==> config.mk <==
export PLATFORM = sky130hd
export DESIGN_NAME = oim_top
export DESIGN_NICKNAME = d
export VERILOG_FILES = /design/src/oim_pkg.sv /design/src/oim_mask_bank.sv /design/src/oim_top.sv
export VERILOG_INCLUDE_DIRS = /design/src
export SDC_FILE = /design/constraint.sdc
export NUM_CORES = 1
export LEC_CHECK = 0
export BUFFER_PORTS_ARGS = -buffer_cell sky130_fd_sc_hd__clkbuf_2
export CAP_MARGIN = 20
export CELL_PAD_IN_SITES_DETAIL_PLACEMENT = 0
export CELL_PAD_IN_SITES_GLOBAL_PLACEMENT = 1
export CORE_MARGIN = 3
export CORE_UTILIZATION = 35
export CTS_BUF_LIST = sky130_fd_sc_hd__clkbuf_16
export DETAILED_ROUTE_END_ITERATION = 7
export GPL_TIMING_DRIVEN = 0
export PLACE_DENSITY_LB_ADDON = 0.1
export SLEW_MARGIN = 20
export SYNTH_ARGS = -nofsm -noshare
export SYNTH_HDL_FRONTEND = slang
export SYNTH_SLANG_ARGS = --single-unit
==> constraint.sdc <==
create_clock -name CORE_CLK -period 2.5 [get_ports CORE_CLK]
set_clock_uncertainty 0.15 [all_clocks]
set_input_delay 0.25 -clock CORE_CLK [delete_from_list [all_inputs] [get_ports CORE_CLK]]
set_output_delay 0.25 -clock CORE_CLK [all_outputs]
set_load 0.1 [all_outputs]
==> src/oim_defines.svh <==
// Purpose: Constants of the output inversion mask block.
// Assumes: Register numbers are the controller's own register numbers.
// Notes:   Only the top nibble of the mask for outputs 17 to 32 is implemented.
`ifndef OIM_DEFINES_SVH
`define OIM_DEFINES_SVH

// Register numbers of the mask registers.
`define OIM_REG_MASK_17_32 16'h114A
`define OIM_REG_MASK_33_48 16'h114B
`define OIM_REG_MASK_49_64 16'h114C
`define OIM_REG_MASK_65_80 16'h114D
`define OIM_REG_MASK_81_96 16'h114E

// Reset value of every mask register.
`define OIM_MASK_RESET 16'h0000

// Bits implemented in the mask for outputs 17 to 32 (b12 to b15).
`define OIM_MASK_17_32_IMPL 16'hF000

// Bits implemented in every other mask register.
`define OIM_MASK_FULL_IMPL 16'hFFFF

// Number of mask registers held by the block.
`define OIM_NUM_MASKS 5

// Index of the last mask register.
`define OIM_LAST_IDX 3'h4

// Number of outputs below output 17, which pass unchanged.
`define OIM_UNMASKED_LOW 16

`endif

==> src/oim_pkg.sv <==
// Purpose: Types and decode helpers of the output inversion mask block.
// Assumes: oim_defines.svh is on the include path.
// Notes:   Mask index 0 is the 17 to 32 mask, index 4 the 81 to 96 mask.
`include "oim_defines.svh"

package oim_pkg;

  typedef logic [15:0] oim_word_t;
  typedef logic [2:0]  oim_idx_t;

  // Sequencer states: restore from non-volatile store, then run.
  typedef enum logic [1:0] {
    OIM_RESTORE_REQ,
    OIM_RESTORE_WAIT,
    OIM_RUN
  } oim_state_e;

  // True when a register number names one of the mask registers.
  function automatic logic oim_addr_hit(input oim_word_t addr);
    oim_addr_hit = (addr >= `OIM_REG_MASK_17_32) && (addr <= `OIM_REG_MASK_81_96);
  endfunction

  // Mask index of a register number; meaningful only on a hit.
  function automatic oim_idx_t oim_addr_to_idx(input oim_word_t addr);
    oim_word_t diff;
    diff = addr - `OIM_REG_MASK_17_32;
    oim_addr_to_idx = diff[2:0];
  endfunction

  // Register number of a mask index.
  function automatic oim_word_t oim_idx_to_addr(input oim_idx_t idx);
    oim_idx_to_addr = `OIM_REG_MASK_17_32 + {13'h0000, idx};
  endfunction

  // Bits of a mask register that are implemented; the rest read zero.
  function automatic oim_word_t oim_impl_bits(input oim_idx_t idx);
    oim_impl_bits = (idx == 3'h0) ? `OIM_MASK_17_32_IMPL : `OIM_MASK_FULL_IMPL;
  endfunction

endpackage

==> src/oim_mask_bank.sv <==
// Purpose: Holds the mask words with one write port and one registered read port.
// Assumes: Write data arrive already trimmed to the implemented bits.
// Notes:   mask_next_flat forwards a write so outputs can follow one cycle later.
`timescale 1ns/100ps
`include "oim_defines.svh"

module oim_mask_bank #(
  parameter int WORDS = `OIM_NUM_MASKS,
  parameter int WIDTH = 16
) (
  input  wire logic                   clk,
  input  wire logic                   srst,
  input  wire logic                   wr_en,
  input  wire logic [2:0]             wr_idx,
  input  wire logic [WIDTH-1:0]       wr_data,
  input  wire logic                   rd_en,
  input  wire logic [2:0]             rd_idx,
  output logic      [WIDTH-1:0]       rd_data,
  output logic      [WORDS*WIDTH-1:0] mask_next_flat
);

  logic [WIDTH-1:0] mem_reg [WORDS];
  logic [WIDTH-1:0] mem_next [WORDS];

  // Next contents: the addressed word takes the write data.
  always_comb begin
    for (int i = 0; i < WORDS; i++) begin
      mem_next[i] = (wr_en && (wr_idx == 3'(i))) ? wr_data : mem_reg[i];
      mask_next_flat[i*WIDTH +: WIDTH] = mem_next[i];
    end
  end

  // Mask storage, cleared by reset before the restore fills it.
  always_ff @(posedge clk) begin
    for (int i = 0; i < WORDS; i++) begin
      mem_reg[i] <= srst ? `OIM_MASK_RESET : mem_next[i];
    end
  end

  // Read data register; no read or an unmapped read returns zero.
  always_ff @(posedge clk) begin
    if (srst || !rd_en) begin
      rd_data <= '0;
    end else begin
      rd_data <= mem_reg[rd_idx];
    end
  end

endmodule

==> src/oim_top.sv <==
// Purpose: Inverts controller outputs 29 to 96 by per-bit masks before the drivers.
// Assumes: One register request per cycle; the store accepts every write at once.
// Notes:   Outputs 1 to 28 pass unchanged; their masks live elsewhere.
`timescale 1ns/100ps
`include "oim_defines.svh"

module oim_top
  import oim_pkg::*;
#(
  parameter int NUM_OUTPUTS = 96
) (
  input  wire logic                   CORE_CLK,
  input  wire logic                   SRST,
  input  wire oim_pkg::oim_word_t     REG_ADDR,
  input  wire logic                   REG_WR,
  input  wire logic                   REG_RD,
  input  wire oim_pkg::oim_word_t     REG_WDATA,
  output oim_pkg::oim_word_t          REG_RDATA,
  output logic                        REG_RVALID,
  output logic                        REG_ERR,
  output logic                        REG_READY,
  input  wire logic [NUM_OUTPUTS-1:0] OUT_STATE,
  output logic      [NUM_OUTPUTS-1:0] OUT_DRIVE,
  output logic                        NV_WR,
  output logic                        NV_RD,
  output oim_pkg::oim_word_t          NV_ADDR,
  output oim_pkg::oim_word_t          NV_WDATA,
  input  wire oim_pkg::oim_word_t     NV_RDATA,
  input  wire logic                   NV_RVALID
);

  import oim_pkg::*;

  localparam int MASK_BITS = `OIM_NUM_MASKS * 16;

  oim_state_e             state_reg;
  oim_state_e             state_next;
  oim_idx_t               restore_idx_reg;
  oim_idx_t               restore_idx_next;
  logic                   rvalid_reg;
  logic                   err_reg;
  logic                   ready_reg;
  logic                   nv_wr_reg;
  logic                   nv_rd_reg;
  oim_word_t              nv_addr_reg;
  oim_word_t              nv_wdata_reg;
  logic [NUM_OUTPUTS-1:0] drive_reg;
  logic [NUM_OUTPUTS-1:0] drive_next;

  wire logic             running;
  wire logic             addr_hit;
  wire oim_idx_t         addr_idx;
  wire logic             sw_wr;
  wire logic             sw_rd;
  wire logic             sw_bad;
  wire logic             restore_wr;
  wire logic             bank_wr;
  wire oim_idx_t         bank_wr_idx;
  wire oim_word_t        bank_wr_raw;
  wire oim_word_t        bank_wr_data;
  wire oim_word_t        bank_rd_data;
  wire logic [MASK_BITS-1:0]   mask_next_flat;
  wire logic [NUM_OUTPUTS-1:0] mask_all;

  // Request decode: registers answer only once the restore has finished.
  assign running  = (state_reg == OIM_RUN);
  assign addr_hit = oim_addr_hit(REG_ADDR);
  assign addr_idx = oim_addr_to_idx(REG_ADDR);
  assign sw_wr    = running && REG_WR && addr_hit;
  assign sw_rd    = running && REG_RD && !REG_WR;
  assign sw_bad   = running && (REG_WR || REG_RD) && !addr_hit;

  // Bank write selection: restored words during start-up, software writes after.
  assign restore_wr   = (state_reg == OIM_RESTORE_WAIT) && NV_RVALID;
  assign bank_wr      = restore_wr || sw_wr;
  assign bank_wr_idx  = restore_wr ? restore_idx_reg : addr_idx;
  assign bank_wr_raw  = restore_wr ? NV_RDATA : REG_WDATA;
  // Unimplemented low bits of the 17 to 32 mask are dropped here.
  assign bank_wr_data = bank_wr_raw & oim_impl_bits(bank_wr_idx);

  // Mask words: index 0 covers outputs 17-32, 1 to 4 cover 33-96.
  oim_mask_bank #(
    .WORDS (`OIM_NUM_MASKS),
    .WIDTH (16)
  ) u_bank (
    .clk            (CORE_CLK),
    .srst           (SRST),
    .wr_en          (bank_wr),
    .wr_idx         (bank_wr_idx),
    .wr_data        (bank_wr_data),
    .rd_en          (sw_rd && addr_hit),
    .rd_idx         (addr_idx),
    .rd_data        (bank_rd_data),
    .mask_next_flat (mask_next_flat)
  );

  // Full mask over all outputs; outputs 1 to 16 carry no mask bits.
  // Word 1 lands on outputs 33-48, word 2 on 49-64, word 3 on 65-80, word 4 on 81-96.
  assign mask_all = {mask_next_flat, {`OIM_UNMASKED_LOW{1'b0}}};

  // A set mask bit flips the output, a clear bit leaves it alone.
  // The forwarded mask makes a write show on the outputs one cycle later.
  assign drive_next = OUT_STATE ^ mask_all;

  // Restore sequencer: fetch each mask word from the store after reset.
  always_comb begin
    state_next       = state_reg;
    restore_idx_next = restore_idx_reg;
    case (state_reg)
      OIM_RESTORE_REQ: begin
        state_next = OIM_RESTORE_WAIT;
      end
      OIM_RESTORE_WAIT: begin
        if (NV_RVALID) begin
          if (restore_idx_reg == `OIM_LAST_IDX) begin
            state_next = OIM_RUN;
          end else begin
            restore_idx_next = restore_idx_reg + 3'h1;
            state_next       = OIM_RESTORE_REQ;
          end
        end
      end
      OIM_RUN: begin
        state_next = OIM_RUN;
      end
      default: begin
        state_next       = OIM_RESTORE_REQ;
        restore_idx_next = 3'h0;
      end
    endcase
  end

  // Sequencer registers.
  always_ff @(posedge CORE_CLK) begin
    if (SRST) begin
      state_reg       <= OIM_RESTORE_REQ;
      restore_idx_reg <= 3'h0;
    end else begin
      state_reg       <= state_next;
      restore_idx_reg <= restore_idx_next;
    end
  end

  // Store traffic: one read per word at start-up, one write per software write to a mask register.
  always_ff @(posedge CORE_CLK) begin
    if (SRST) begin
      nv_rd_reg    <= 1'b0;
      nv_wr_reg    <= 1'b0;
      nv_addr_reg  <= 16'h0000;
      nv_wdata_reg <= 16'h0000;
    end else begin
      nv_rd_reg <= (state_reg == OIM_RESTORE_REQ);
      nv_wr_reg <= sw_wr;
      if (state_reg == OIM_RESTORE_REQ) begin
        nv_addr_reg <= oim_idx_to_addr(restore_idx_reg);
      end else if (sw_wr) begin
        nv_addr_reg  <= REG_ADDR;
        nv_wdata_reg <= bank_wr_data;
      end
    end
  end

  // Answer flags of the register port.
  always_ff @(posedge CORE_CLK) begin
    if (SRST) begin
      rvalid_reg <= 1'b0;
      err_reg    <= 1'b0;
      ready_reg  <= 1'b0;
    end else begin
      rvalid_reg <= sw_rd;
      err_reg    <= sw_bad;
      ready_reg  <= (state_next == OIM_RUN);
    end
  end

  // Driven outputs; all held low while in reset.
  always_ff @(posedge CORE_CLK) begin
    if (SRST) begin
      drive_reg <= '0;
    end else begin
      drive_reg <= drive_next;
    end
  end

  // Port drive, each straight from a register.
  assign REG_RDATA  = bank_rd_data;
  assign REG_RVALID = rvalid_reg;
  assign REG_ERR    = err_reg;
  assign REG_READY  = ready_reg;
  assign OUT_DRIVE  = drive_reg;
  assign NV_WR      = nv_wr_reg;
  assign NV_RD      = nv_rd_reg;
  assign NV_ADDR    = nv_addr_reg;
  assign NV_WDATA   = nv_wdata_reg;

endmodule

After elaboration in Yosys (flattened, before gate mapping):

Memories as Yosys holds them, arrays and structs flattened. A register that Yosys moved wholly into a read port is not among the register bits.
Index checks and enable logic that the tools add are counted.

* bits in registers: 138
* RAM bits: 80
* input port bits: 149
* output and inout bits: 149
* word-level logic and storage cells: 77
* memories: 1

Memory list
* u_bank.mem_reg: depth 5, bits a word 16, rd ports 6, clocked after memory_dff 1, wr ports 5, RTL line oim_mask_bank.sv:22 `logic [WIDTH-1:0] mem_reg [WORDS];`

* $add $sub $neg: 3
* order comparisons: 2
* equality and inequality tests: 10
* muxes and demuxes: 21
* bitwise operators: 4
* reductions and logical operators: 26

Operator list (count)
* two-way mux 16 bit: 13
* bitwise XOR 96 bit: 1
* AND 16 bit: 1
* greater-or-equal comparator 16 x 13 -> 1 bit, second input constant: 1
* less-or-equal comparator 16 x 13 -> 1 bit, second input constant: 1
* adder 13 x 3 -> 14 bit, first input constant: 1
* logical AND 1 bit: 14
* two-way mux 12 bit: 1
* two-way mux 3 bit: 3
* == test 3 x 2 -> 1 bit, second input constant: 2
* == test 3 bit, second input constant: 2
* case mux 2 bit (3 select lines): 1
* case mux 3 bit (2 select lines): 1
* == test 2 bit, second input constant: 2
* two-way mux 2 bit: 2
* inequality test 2 bit, second input constant: 2
* adder 3 x 1 -> 3 bit, second input constant: 1
* == test 3 x 1 -> 1 bit, second input constant: 1
* zero test 1 bit: 3
* zero test 3 bit: 1
* logical OR 1 bit: 3
* AND reduction 3 bit: 1
* subtractor 3 x 2 -> 3 bit, second input constant: 1
* == test 2 x 1 -> 1 bit, second input constant: 1
* 5 further kinds: 6

Longest topological paths before layout:

Gate-level depths: netlist of the first run.

* depth in word-level cells: 8
* gate-level depth with buffers: 11

Modules after synthesis:

From an unflattened synthesis of the first run, not the netlist that was laid out.

* cell total of the unflattened synthesis: 887
* area total of the unflattened synthesis: 9689.3 um2

By module, submodules not included
* oim_top: instances 1, cells each 532, area each 5397.7 um2, seq. area each 2762.6 um2
* oim_mask_bank: instances 1, cells each 355, area each 4291.6 um2, seq. area each 1921.8 um2

Worst setup path before layout of the first run:

OpenSTA, ideal clock, no wires.

* kind: input to register
* from: input REG_ADDR[1]
* to: register drive_reg[75] (netlist: OUT_DRIVE[75])
* library setup time: 0.134 ns
* data arrival time: 2.348 ns
* path slack: -0.132 ns
* cell stages on the path: 8
* path through: ha_1 > clkbuf_1 > a31oi_1 > a21o_1 > buf_2 > buf_1 > nor4b_1 > or4_1

* word-level cells in the longest chain between the ends: 7

Ends and longest elaborated chain
* start, declared: RTL line oim_top.sv:14 `input wire oim_pkg::oim_word_t REG_ADDR,`
* greater-or-equal comparator 16 x 13 -> 1 bit (no source line) (tied with other cells)
* logical AND 1 bit or two-way mux 3 bit (tied branches): RTL line oim_pkg.sv:20, oim_top.sv:76
* logical AND 1 bit or zero test 3 bit (tied branches): RTL line oim_top.sv:69, oim_pkg.sv:37
* logical OR 1 bit or two-way mux 12 bit (tied branches)
* logical AND 1 bit or AND 16 bit (tied branches): RTL line oim_mask_bank.sv:28, oim_top.sv:79
* two-way mux 16 bit *: RTL line oim_mask_bank.sv:28 `mem_next[i] = (wr_en && (wr_idx == 3'(i))) ? wr_data : mem_reg[i];`
* bitwise XOR 96 bit *: RTL line oim_top.sv:103 `assign drive_next = OUT_STATE ^ mask_all;`
* end signal, assigned: RTL line oim_top.sv:181 `drive_reg <= drive_next;`
* end, declared: RTL line oim_top.sv:47 `logic [NUM_OUTPUTS-1:0] drive_reg;`

Mark *: on every way between the ends. The rest lies on a longest branch, timed or not.
A chain may end at the register's enable or synchronous reset.

Final worst setup path of the first run:

* from: register state_reg[1]
* to: register drive_reg[63] (netlist: OUT_DRIVE[63])

* word-level cells in the longest chain between the ends: 7

Ends and longest elaborated chain
* start, declared: RTL line oim_top.sv:36 `oim_state_e state_reg;`
* start signal, assigned: RTL line oim_top.sv:139 `state_reg <= state_next;`
* == test 2 x 1 -> 1 bit or == test 2 bit (tied branches): RTL line oim_top.sv:74, oim_top.sv:66
* logical AND 1 bit, on equally long branches: RTL line oim_top.sv:74, oim_top.sv:69
* two-way mux 3 bit or logical AND 1 bit (tied branches): RTL line oim_top.sv:76, oim_top.sv:69
* == test 3 x 2 -> 1 bit or logical OR 1 bit (tied branches): RTL line oim_mask_bank.sv:28, oim_top.sv:75
* logical AND 1 bit: RTL line oim_mask_bank.sv:28
* two-way mux 16 bit *: RTL line oim_mask_bank.sv:28
* bitwise XOR 96 bit *: RTL line oim_top.sv:103

Marked as above.

==> load_flow_metrics.sql, run 1 <==
INSERT INTO impl_metrics (metric_group, metric, value, unit) VALUES
('hold_path', 'whs_path_depth', '3', ''),
('cells_and_area', 'final_layout_size_suffix_gt1_share', '37.4', '%'),
('synthesis', 'syn_nets', '1339', ''),
('synthesis', 'post_synth_num_cell_types', '56', ''),
('clock_network', 'path_clk_slew', '60', 'ps'),
('floorplanning', 'initial_util', '35.9', '%'),
('global_routing', 'grt_start_max_net_pins', '14', ''),
('sta', 'maxSlewViolCount', '0', ''),
('global_routing', 'grt-ovfl-total', '0', ''),
('outcome', 'violations_in_the_final_reports', 'setup timing', ''),
('detailed_routing', 'drt_drc_violations_left', '0', ''),
('floorplanning', 'height_of_the_chip', '181', 'microns'),
('power_and_ir_drop', 'power.net_switching', '3350', 'uW'),
('sta', 'final_period_minus_worst_setup_slack', '2580', 'ps'),
('cells_and_area', 'filler_cell_count', '2760', ''),
('synthesis', 'synth_most_common_cell', 'sky130_fd_sc_hd__dfxtp_1', ''),
('floorplanning', 'io_pins', '298', ''),
('synthesis', 'yosysWarningCount', '0', ''),
('synthesis', 'synth-edff-count', '0', ''),
('power_and_ir_drop', 'switching_fraction_of_total_power', '31.9', '%'),
('detailed_routing', 'avgRoutedWirePerCell', '23.9', 'microns'),
('floorplanning', 'floorplan.die_area', '0.0328', 'sq mm'),
('setup_path', 'worst_setup_path_end_kind', 'register', ''),
('power_and_ir_drop', 'cellPowerDensity', '639', 'mW/mm^2'),
('sta', 'fmaxAchievable', '387', 'MHz'),
('setup_path', 'worstPathMaxFanout', '6', ''),
('hold_path', 'hold_class', 'input port to register', ''),
('synthesis', 'yosys.area.top_type', 'sky130_fd_sc_hd__dfxtp_1', ''),
('detailed_routing', 'drt.antenna.violating_nets', '0', ''),
('synthesis', 'ys_top_cells_by_count', 'sky130_fd_sc_hd__dfxtp_1 (234), sky130_fd_sc_hd__nand2_1 (167), sky130_fd_sc_hd__nor4b_1 (121), sky130_fd_sc_hd__a21oi_1 (87), sky130_fd_sc_hd__nor2_1 (71)', ''),
('cells_and_area', 'utilization', '55.0', '%'),
('setup_path', 'reg2reg_depth', '9', ''),
('global_routing', 'grt_antenna_before_repair', '3', ''),
('floorplanning', 'core_area', '0.0299', 'sq mm'),
('place', 'numPlacedInstances', '1873', ''),
('detailed_routing', 'drt_wl_total', '49.8', 'mm'),
('floorplanning', 'fp-row-count', '63', ''),
('clock_network', 'root_driver', 'sky130_fd_sc_hd__clkbuf_16', ''),
('sta', 'final_critical_path_setup_slack', '-84.6', 'ps'),
('clock_network', 'htreeDepth', '1', ''),
('clock_network', 'tritoncts', 'done', ''),
('power_and_ir_drop', 'internal_power', '7150', 'uW'),
('floorplanning', 'die-width', '181', 'microns'),
('detailed_routing', 'detailroute.via_count', '11700', ''),
('synthesis', 'syn_area', '0.0107', 'sq mm'),
('setup_path', 'critical_path.startpoint_type', 'register', ''),
('sta', 'relSlewSlack', '32.8', '%'),
('detailed_routing', 'drt-vias-per-instance', '5.60', ''),
('synthesis', 'synthFlopType', 'sky130_fd_sc_hd__dfxtp_1', ''),
('power_and_ir_drop', 'total_power', '10500', 'uW'),
('sta', 'rsz0062_at_grt', 'true', ''),
('detailed_routing', 'drt_first_iter_violations', '1208', ''),
('sta', 'finalSetupViolations', '35', ''),
('outcome', 'run_status', 'finished, violations left', ''),
('place', 'number_of_input_and_output_port_buffers_inserted', '296', ''),
('setup_path', 'crit_required', '2750', 'ps'),
('sta', 'setup_total_negative_slack', '-1350', 'ps'),
('place', 'gp_routability_congestion', '0.890', ''),
('synthesis', 'post-synth-top-area-fraction', '43.7', '%'),
('power_and_ir_drop', 'share_clk_of_total_power', '40.8', '%'),
('setup_path', 'criticalPathCategory', 'register to register', ''),
('global_routing', 'grt_first_pass_wirelength', '71.7', 'mm'),
('setup_path', 'arrival', '2840', 'ps'),
('sta', 'hold_violations', '0', ''),
('clock_network', 'cts.path.max_buffers', '3', ''),
('cells_and_area', 'area_delta_synth_final', '53.3', '%'),
('synthesis', 'ys_async_sr_fraction', '0', '%'),
('power_and_ir_drop', 'power.share.combinational', '22.1', '%'),
('synthesis', 'post_synthesis_cell_count', '1186', ''),
('power_and_ir_drop', 'power_frac_seq', '37.1', '%'),
('cells_and_area', 'final_nets', '1822', '');
==> power groups by stage <==
stage | Combinational (uW) | Clock [uW] | Sequential, uW
after floorplan | 496 | 0 | 4700
after global placement | 1810 | 0 | 3980
after detailed placement | 1820 | 0 | 3980
after CTS | 2200 | 4350 | 3900
after global routing | 2390 | 4490 | 3910
final | 2320 | 4280 | 3900
==> cells in the final DEF (no fill, tap or decap), types with 12 or more instances in the layout <==
| master | count |
|---|---|
| sky130_fd_sc_hd__nor4b_2 | 22 |
| sky130_fd_sc_hd__nor4b_1 | 92 |
| sky130_fd_sc_hd__mux4_2 | 16 |
| sky130_fd_sc_hd__nor2_1 | 59 |
| sky130_fd_sc_hd__buf_4 | 68 |
| sky130_fd_sc_hd__buf_6 | 18 |
| sky130_fd_sc_hd__dfxtp_1 | 229 |
| sky130_fd_sc_hd__and2_1 | 19 |
| sky130_fd_sc_hd__or4_4 | 16 |
| sky130_fd_sc_hd__clkbuf_1 | 43 |
| sky130_fd_sc_hd__a21oi_1 | 87 |
| sky130_fd_sc_hd__nand2b_4 | 12 |
| sky130_fd_sc_hd__nor2b_1 | 29 |
| sky130_fd_sc_hd__nand2_1 | 161 |
| sky130_fd_sc_hd__nor3_1 | 27 |
| sky130_fd_sc_hd__inv_1 | 17 |
| sky130_fd_sc_hd__nor4_1 | 37 |
| sky130_fd_sc_hd__o211ai_1 | 16 |
| sky130_fd_sc_hd__o21ai_0 | 41 |
| sky130_fd_sc_hd__buf_12 | 22 |
| sky130_fd_sc_hd__xor2_1 | 13 |
| sky130_fd_sc_hd__clkbuf_2 | 300 |
| sky130_fd_sc_hd__clkbuf_16 | 30 |
| sky130_fd_sc_hd__nor3b_1 | 37 |
| sky130_fd_sc_hd__or4_1 | 24 |
| sky130_fd_sc_hd__mux2i_4 | 18 |
| sky130_fd_sc_hd__mux2i_1 | 17 |
| sky130_fd_sc_hd__nor2_4 | 13 |
| sky130_fd_sc_hd__dlygate4sd3_1 | 69 |
==> what timing repair did <==
item                                    CTS  global route
buffers inserted                         59            28
hold buffers                             67             2
pin swaps                                32            36
endpoints found under the hold margin    62             1
cloned                                    6             1
endpoints found under the setup margin  178           148
gates resized for setup                 168           104
==> final timing paths <==
kind                       from       endpoint  slack, ps
setup / recovery   state_reg[1]  OUT_DRIVE[63]        -80
hold / removal    OUT_STATE[59]  OUT_DRIVE[59]          7
setup reg to reg   state_reg[1]  OUT_DRIVE[63]        -80
hold reg to reg    NV_WDATA[12]   NV_WDATA[12]        300
==> through the flow <==
stage	cell area [sq um]	worst slack, ps
final	16400	-84.6
after global routing	16400	-126
after CTS	15700	-92.0
after detailed placement	12700	-857
after global placement	12700	-1090
after floorplan	10700	28.8
==> logic make-up after synthesis <==
family / share of synthesized area (%)
buffers and inverters: 4.26
multiplexers: 8.18
AND/OR/NAND/NOR: 32.9
XOR/XNOR: 1.06
flip-flops: 43.7
AO/OA/AOI/OAI: 9.38
adder cells (fa/ha/maj): 0.467
==> per-layer routing <==
| metal | up-vias | track usage [%] | part of all wire (%) |
|---|---|---|---|
| li1 | 5316 | - | - |
| met1 | 5583 | 36.7 | 40 |
| met2 | 657 | 45.9 | 45 |
| met3 | 114 | 8.44 | 11 |
| met4 | 0 | 10.4 | 4.2 |
| met5 | - | 0 | 0 |
==> critical path, cell delays in order, from the launching register on <==
cell	delay (ps)
sky130_fd_sc_hd__dfxtp_4	360
sky130_fd_sc_hd__nor2b_4	190
sky130_fd_sc_hd__nand3b_1	90
sky130_fd_sc_hd__or3_4	450
sky130_fd_sc_hd__buf_6	140
sky130_fd_sc_hd__o21ai_4	150
sky130_fd_sc_hd__buf_12	170
sky130_fd_sc_hd__buf_12	140
sky130_fd_sc_hd__nor4b_2	50
sky130_fd_sc_hd__or4_4	540
==> layout make-up <==
type / count / area share (%)
buffer: 89 / 3.55
sequential: 234 / 28.6
timing repair buffer: 457 / 19.2
clock inverter: 23 / 1.44
antenna: 3 / 0.0457
clock buffer: 29 / 4.42
tap: 390 / 2.97
inverter: 12 / 0.274
multi-input combinational: 847 / 39.5
(Power assumes the default switching activity.)
==> run 2: changes to the inputs <==
--- a/config.mk
+++ b/config.mk
@@ -16,6 +16,7 @@
 export DETAILED_ROUTE_END_ITERATION = 7
 export GPL_TIMING_DRIVEN = 0
 export PLACE_DENSITY_LB_ADDON = 0.1
+export SKIP_LAST_GASP = 1
 export SLEW_MARGIN = 20
 export SYNTH_ARGS = -nofsm -noshare
 export SYNTH_HDL_FRONTEND = slang
==> load_flow_metrics.sql, run 2 (synthesized netlist as in run 1, its figures left out) <==
INSERT INTO impl_metrics (metric_group, metric, value, unit) VALUES
('place', 'number_of_input_and_output_port_buffers_inserted', '296', ''),
('setup_path', 'critical_path.startpoint_type', 'register', ''),
('global_routing', 'grt_antenna_before_repair', '3', ''),
('setup_path', 'cpLargestDelayFamily', 'simple AND/OR/NAND/NOR gates', ''),
('floorplanning', 'floorplan.die_area', '0.0328', 'sq mm'),
('clock_network', 'numCtsBuffers', '28', ''),
('power_and_ir_drop', 'power.net_switching', '3360', 'uW'),
('detailed_routing', 'avgRoutedWirePerCell', '23.9', 'microns'),
('clock_network', 'root_driver', 'sky130_fd_sc_hd__clkbuf_16', ''),
('detailed_routing', 'dr.pass1.iters', '8', ''),
('sta', 'fmaxAchievable', '392', 'MHz'),
('setup_path', 'arrival', '2810', 'ps'),
('cells_and_area', 'final_cell_mix', 'sky130_fd_sc_hd__clkbuf_2 (301), sky130_fd_sc_hd__dfxtp_1 (229), sky130_fd_sc_hd__nand2_1 (161), sky130_fd_sc_hd__nor4b_1 (106), sky130_fd_sc_hd__a21oi_1 (87)', ''),
('cells_and_area', 'final_nets', '1821', ''),
('global_routing', 'vias_in_the_first_global_route', '11500', ''),
('place', 'gp_routability_congestion', '0.890', ''),
('detailed_routing', 'drt_drc_violations_left', '0', ''),
('power_and_ir_drop', 'cellPowerDensity', '647', 'mW/mm^2'),
('detailed_routing', 'detailroute.via_count', '11600', ''),
('outcome', 'violations_in_the_final_reports', 'hold timing, setup timing', ''),
('power_and_ir_drop', 'worst_ir_drop_vdd', '525', 'uV'),
('setup_path', 'cp_num_buf_inv', '3', ''),
('cells_and_area', 'number_of_flip_flops_in_the_largest_register', '96', ''),
('floorplanning', 'fp-row-count', '63', ''),
('floorplanning', 'io_pins', '298', ''),
('setup_path', 'timing.critical_path.mode_cell', 'sky130_fd_sc_hd__buf_12', ''),
('clock_network', 'tritoncts', 'done', ''),
('sta', 'maxSlewViolCount', '0', ''),
('power_and_ir_drop', 'total_power', '10500', 'uW'),
('job', 'maxCapViolCount', '0', ''),
('global_routing', 'grt_start_max_net_pins', '14', ''),
('hold_path', 'hold_class', 'input port to register', ''),
('global_routing', 'grt_first_pass_wirelength', '71.6', 'mm'),
('detailed_routing', 'drt_wl_total', '49.8', 'mm'),
('sta', 'finalSetupViolations', '16', ''),
('outcome', 'run_status', 'finished, violations left', ''),
('clock_network', 'cts.path.max_buffers', '3', ''),
('sta', 'hold_violations', '1', ''),
('clock_network', 'clk_latency', '550', 'ps'),
('sta', 'period_share', '102', '%'),
('floorplanning', 'die-width', '181', 'microns'),
('place', 'total_half_perimeter_wirelength_after_legalization_and_detailed_placement', '34.4', 'mm'),
('clock_network', 'cts.sink_count', '234', ''),
('power_and_ir_drop', 'leakage', '0.00652', 'uW'),
('sta', 'relSlewSlack', '35.3', '%'),
('global_routing', 'grt-ovfl-total', '0', ''),
('cells_and_area', 'final_layout_size_suffix_gt1_share', '36.2', '%'),
('clock_network', 'htreeDepth', '1', ''),
('setup_path', 'worstPathMaxFanout', '5', ''),
('detailed_routing', 'drt_first_iter_violations', '1266', ''),
('power_and_ir_drop', 'internal_power', '7150', 'uW'),
('global_routing', 'grtUsageTotal', '28.6', '%'),
('setup_path', 'crit_chain', 'nor2b_4 > nand3b_1 > or3_4 > a21oi_4 > buf_12 > buf_12 > buf_6 > nor4b_1 > or4_4', ''),
('power_and_ir_drop', 'power_frac_seq', '37.1', '%'),
('power_and_ir_drop', 'switching_fraction_of_total_power', '32.0', '%'),
('floorplanning', 'height_of_the_chip', '181', 'microns'),
('sta', 'final_critical_path_setup_slack', '-50.6', 'ps'),
('sta', 'tightestPinTransition', '971', 'ps'),
('sta', 'whs', '-19.6', 'ps'),
('sta', 'rsz0062_at_grt', 'true', ''),
('power_and_ir_drop', 'share_clk_of_total_power', '40.9', '%'),
('setup_path', 'crit_required', '2760', 'ps'),
('cells_and_area', 'layout_commonest_cell', 'sky130_fd_sc_hd__clkbuf_2', ''),
('setup_path', 'worst_setup_path_end_kind', 'register', ''),
('power_and_ir_drop', 'power.share.combinational', '22.0', '%'),
('floorplanning', 'core_area', '0.0299', 'sq mm'),
('setup_path', 'max_stage_delay', '530', 'ps'),
('place', 'dp_slack', '-857', 'ps'),
('detailed_routing', 'drt-vias-per-instance', '5.59', ''),
('setup_path', 'criticalPathCategory', 'register to register', ''),
('clock_network', 'path_clk_slew', '60', 'ps'),
('floorplanning', 'initial_util', '35.9', '%'),
('detailed_routing', 'drt.antenna.violating_nets', '0', ''),
('setup_path', 'critical_path_cell_with_the_highest_stage_delay', 'sky130_fd_sc_hd__or4_4', ''),
('sta', 'final_period_minus_worst_setup_slack', '2550', 'ps'),
('cells_and_area', 'area_delta_synth_final', '51.7', '%'),
('cells_and_area', 'filler_cell_count', '2768', '');
run 2: final timing paths:
| check | endpoint | slack (ps) | cells past startpoint | start |
|---|---|---|---|---|
| max | OUT_DRIVE[64] | -50 | 9 | state_reg[1] |
| min | u_bank.mem_reg[2][14] | -20 | 3 | NV_RDATA[14] |
| max reg2reg | OUT_DRIVE[64] | -50 | 9 | state_reg[1] |
| min reg2reg | NV_WDATA[13] | 300 | 2 | NV_WDATA[13] |
run 2: per-stage QoR:
step	std cells	cell area, sq um	TNS (ps)	utilization [%]	hold slack (ps)
2_1_floorplan	1186	10700	0	-	189
3_3_place_gp	1872	12700	-96040	42.5	289
3_5_place_dp	1873	12700	-93300	42.6	295
4_1_cts	2055	15700	-1170	52.5	7.30
5_1_grt	2082	16300	-2050	54.4	0.233
6_report	2082	16300	-263	54.4	-19.6
run 2: power by group through the flow:
stage	Sequential, uW	Combinational, uW	Clock [uW]
after detailed placement	3980	1820	0
after global placement	3980	1810	0
final	3900	2310	4300
after floorplan	4700	496	0
after CTS	3900	2190	4350
after global routing	3910	2390	4490
run 2: layout make-up:
type	instances	area, sq um	share of cell area (%)
Tap cell	390	488	3.00
Clock buffer	29	726	4.46
Sequential cell	234	4700	28.9
Inverter	12	45.0	0.277
Timing Repair Buffer	455	3150	19.4
Clock inverter	23	236	1.45
Multi-Input combinational cell	847	6350	39.0
Antenna cell	2	5.00	0.0308
Buffer	90	568	3.49
run 2: repair_timing:
action / in CTS / in global routing
setup buffers: 59 / 27
gates resized for setup: 161 / 79
pin swaps: 27 / 33
endpoints found under the hold margin: 61 / 1
hold buffers: 66 / 2
endpoints found under the setup margin: 178 / 149
cloned: 6 / 2
run 2: routing by layer:
metal / up-vias / part of all wire (%) / global-route usage, %
met5: - / 0.026 / 0
met2: 648 / 45 / 45.7
li1: 5305 / - / -
met4: 2 / 4.4 / 10.8
met3: 112 / 11 / 8.66
met1: 5573 / 40 / 36.5
run 2: tightest hold or removal path: cells and delay by family:
family | cells | cell delay [ps]
AOI/OAI and AO/OA | 1 | 90
buffers and inverters | 1 | 110
muxes | 1 | 180
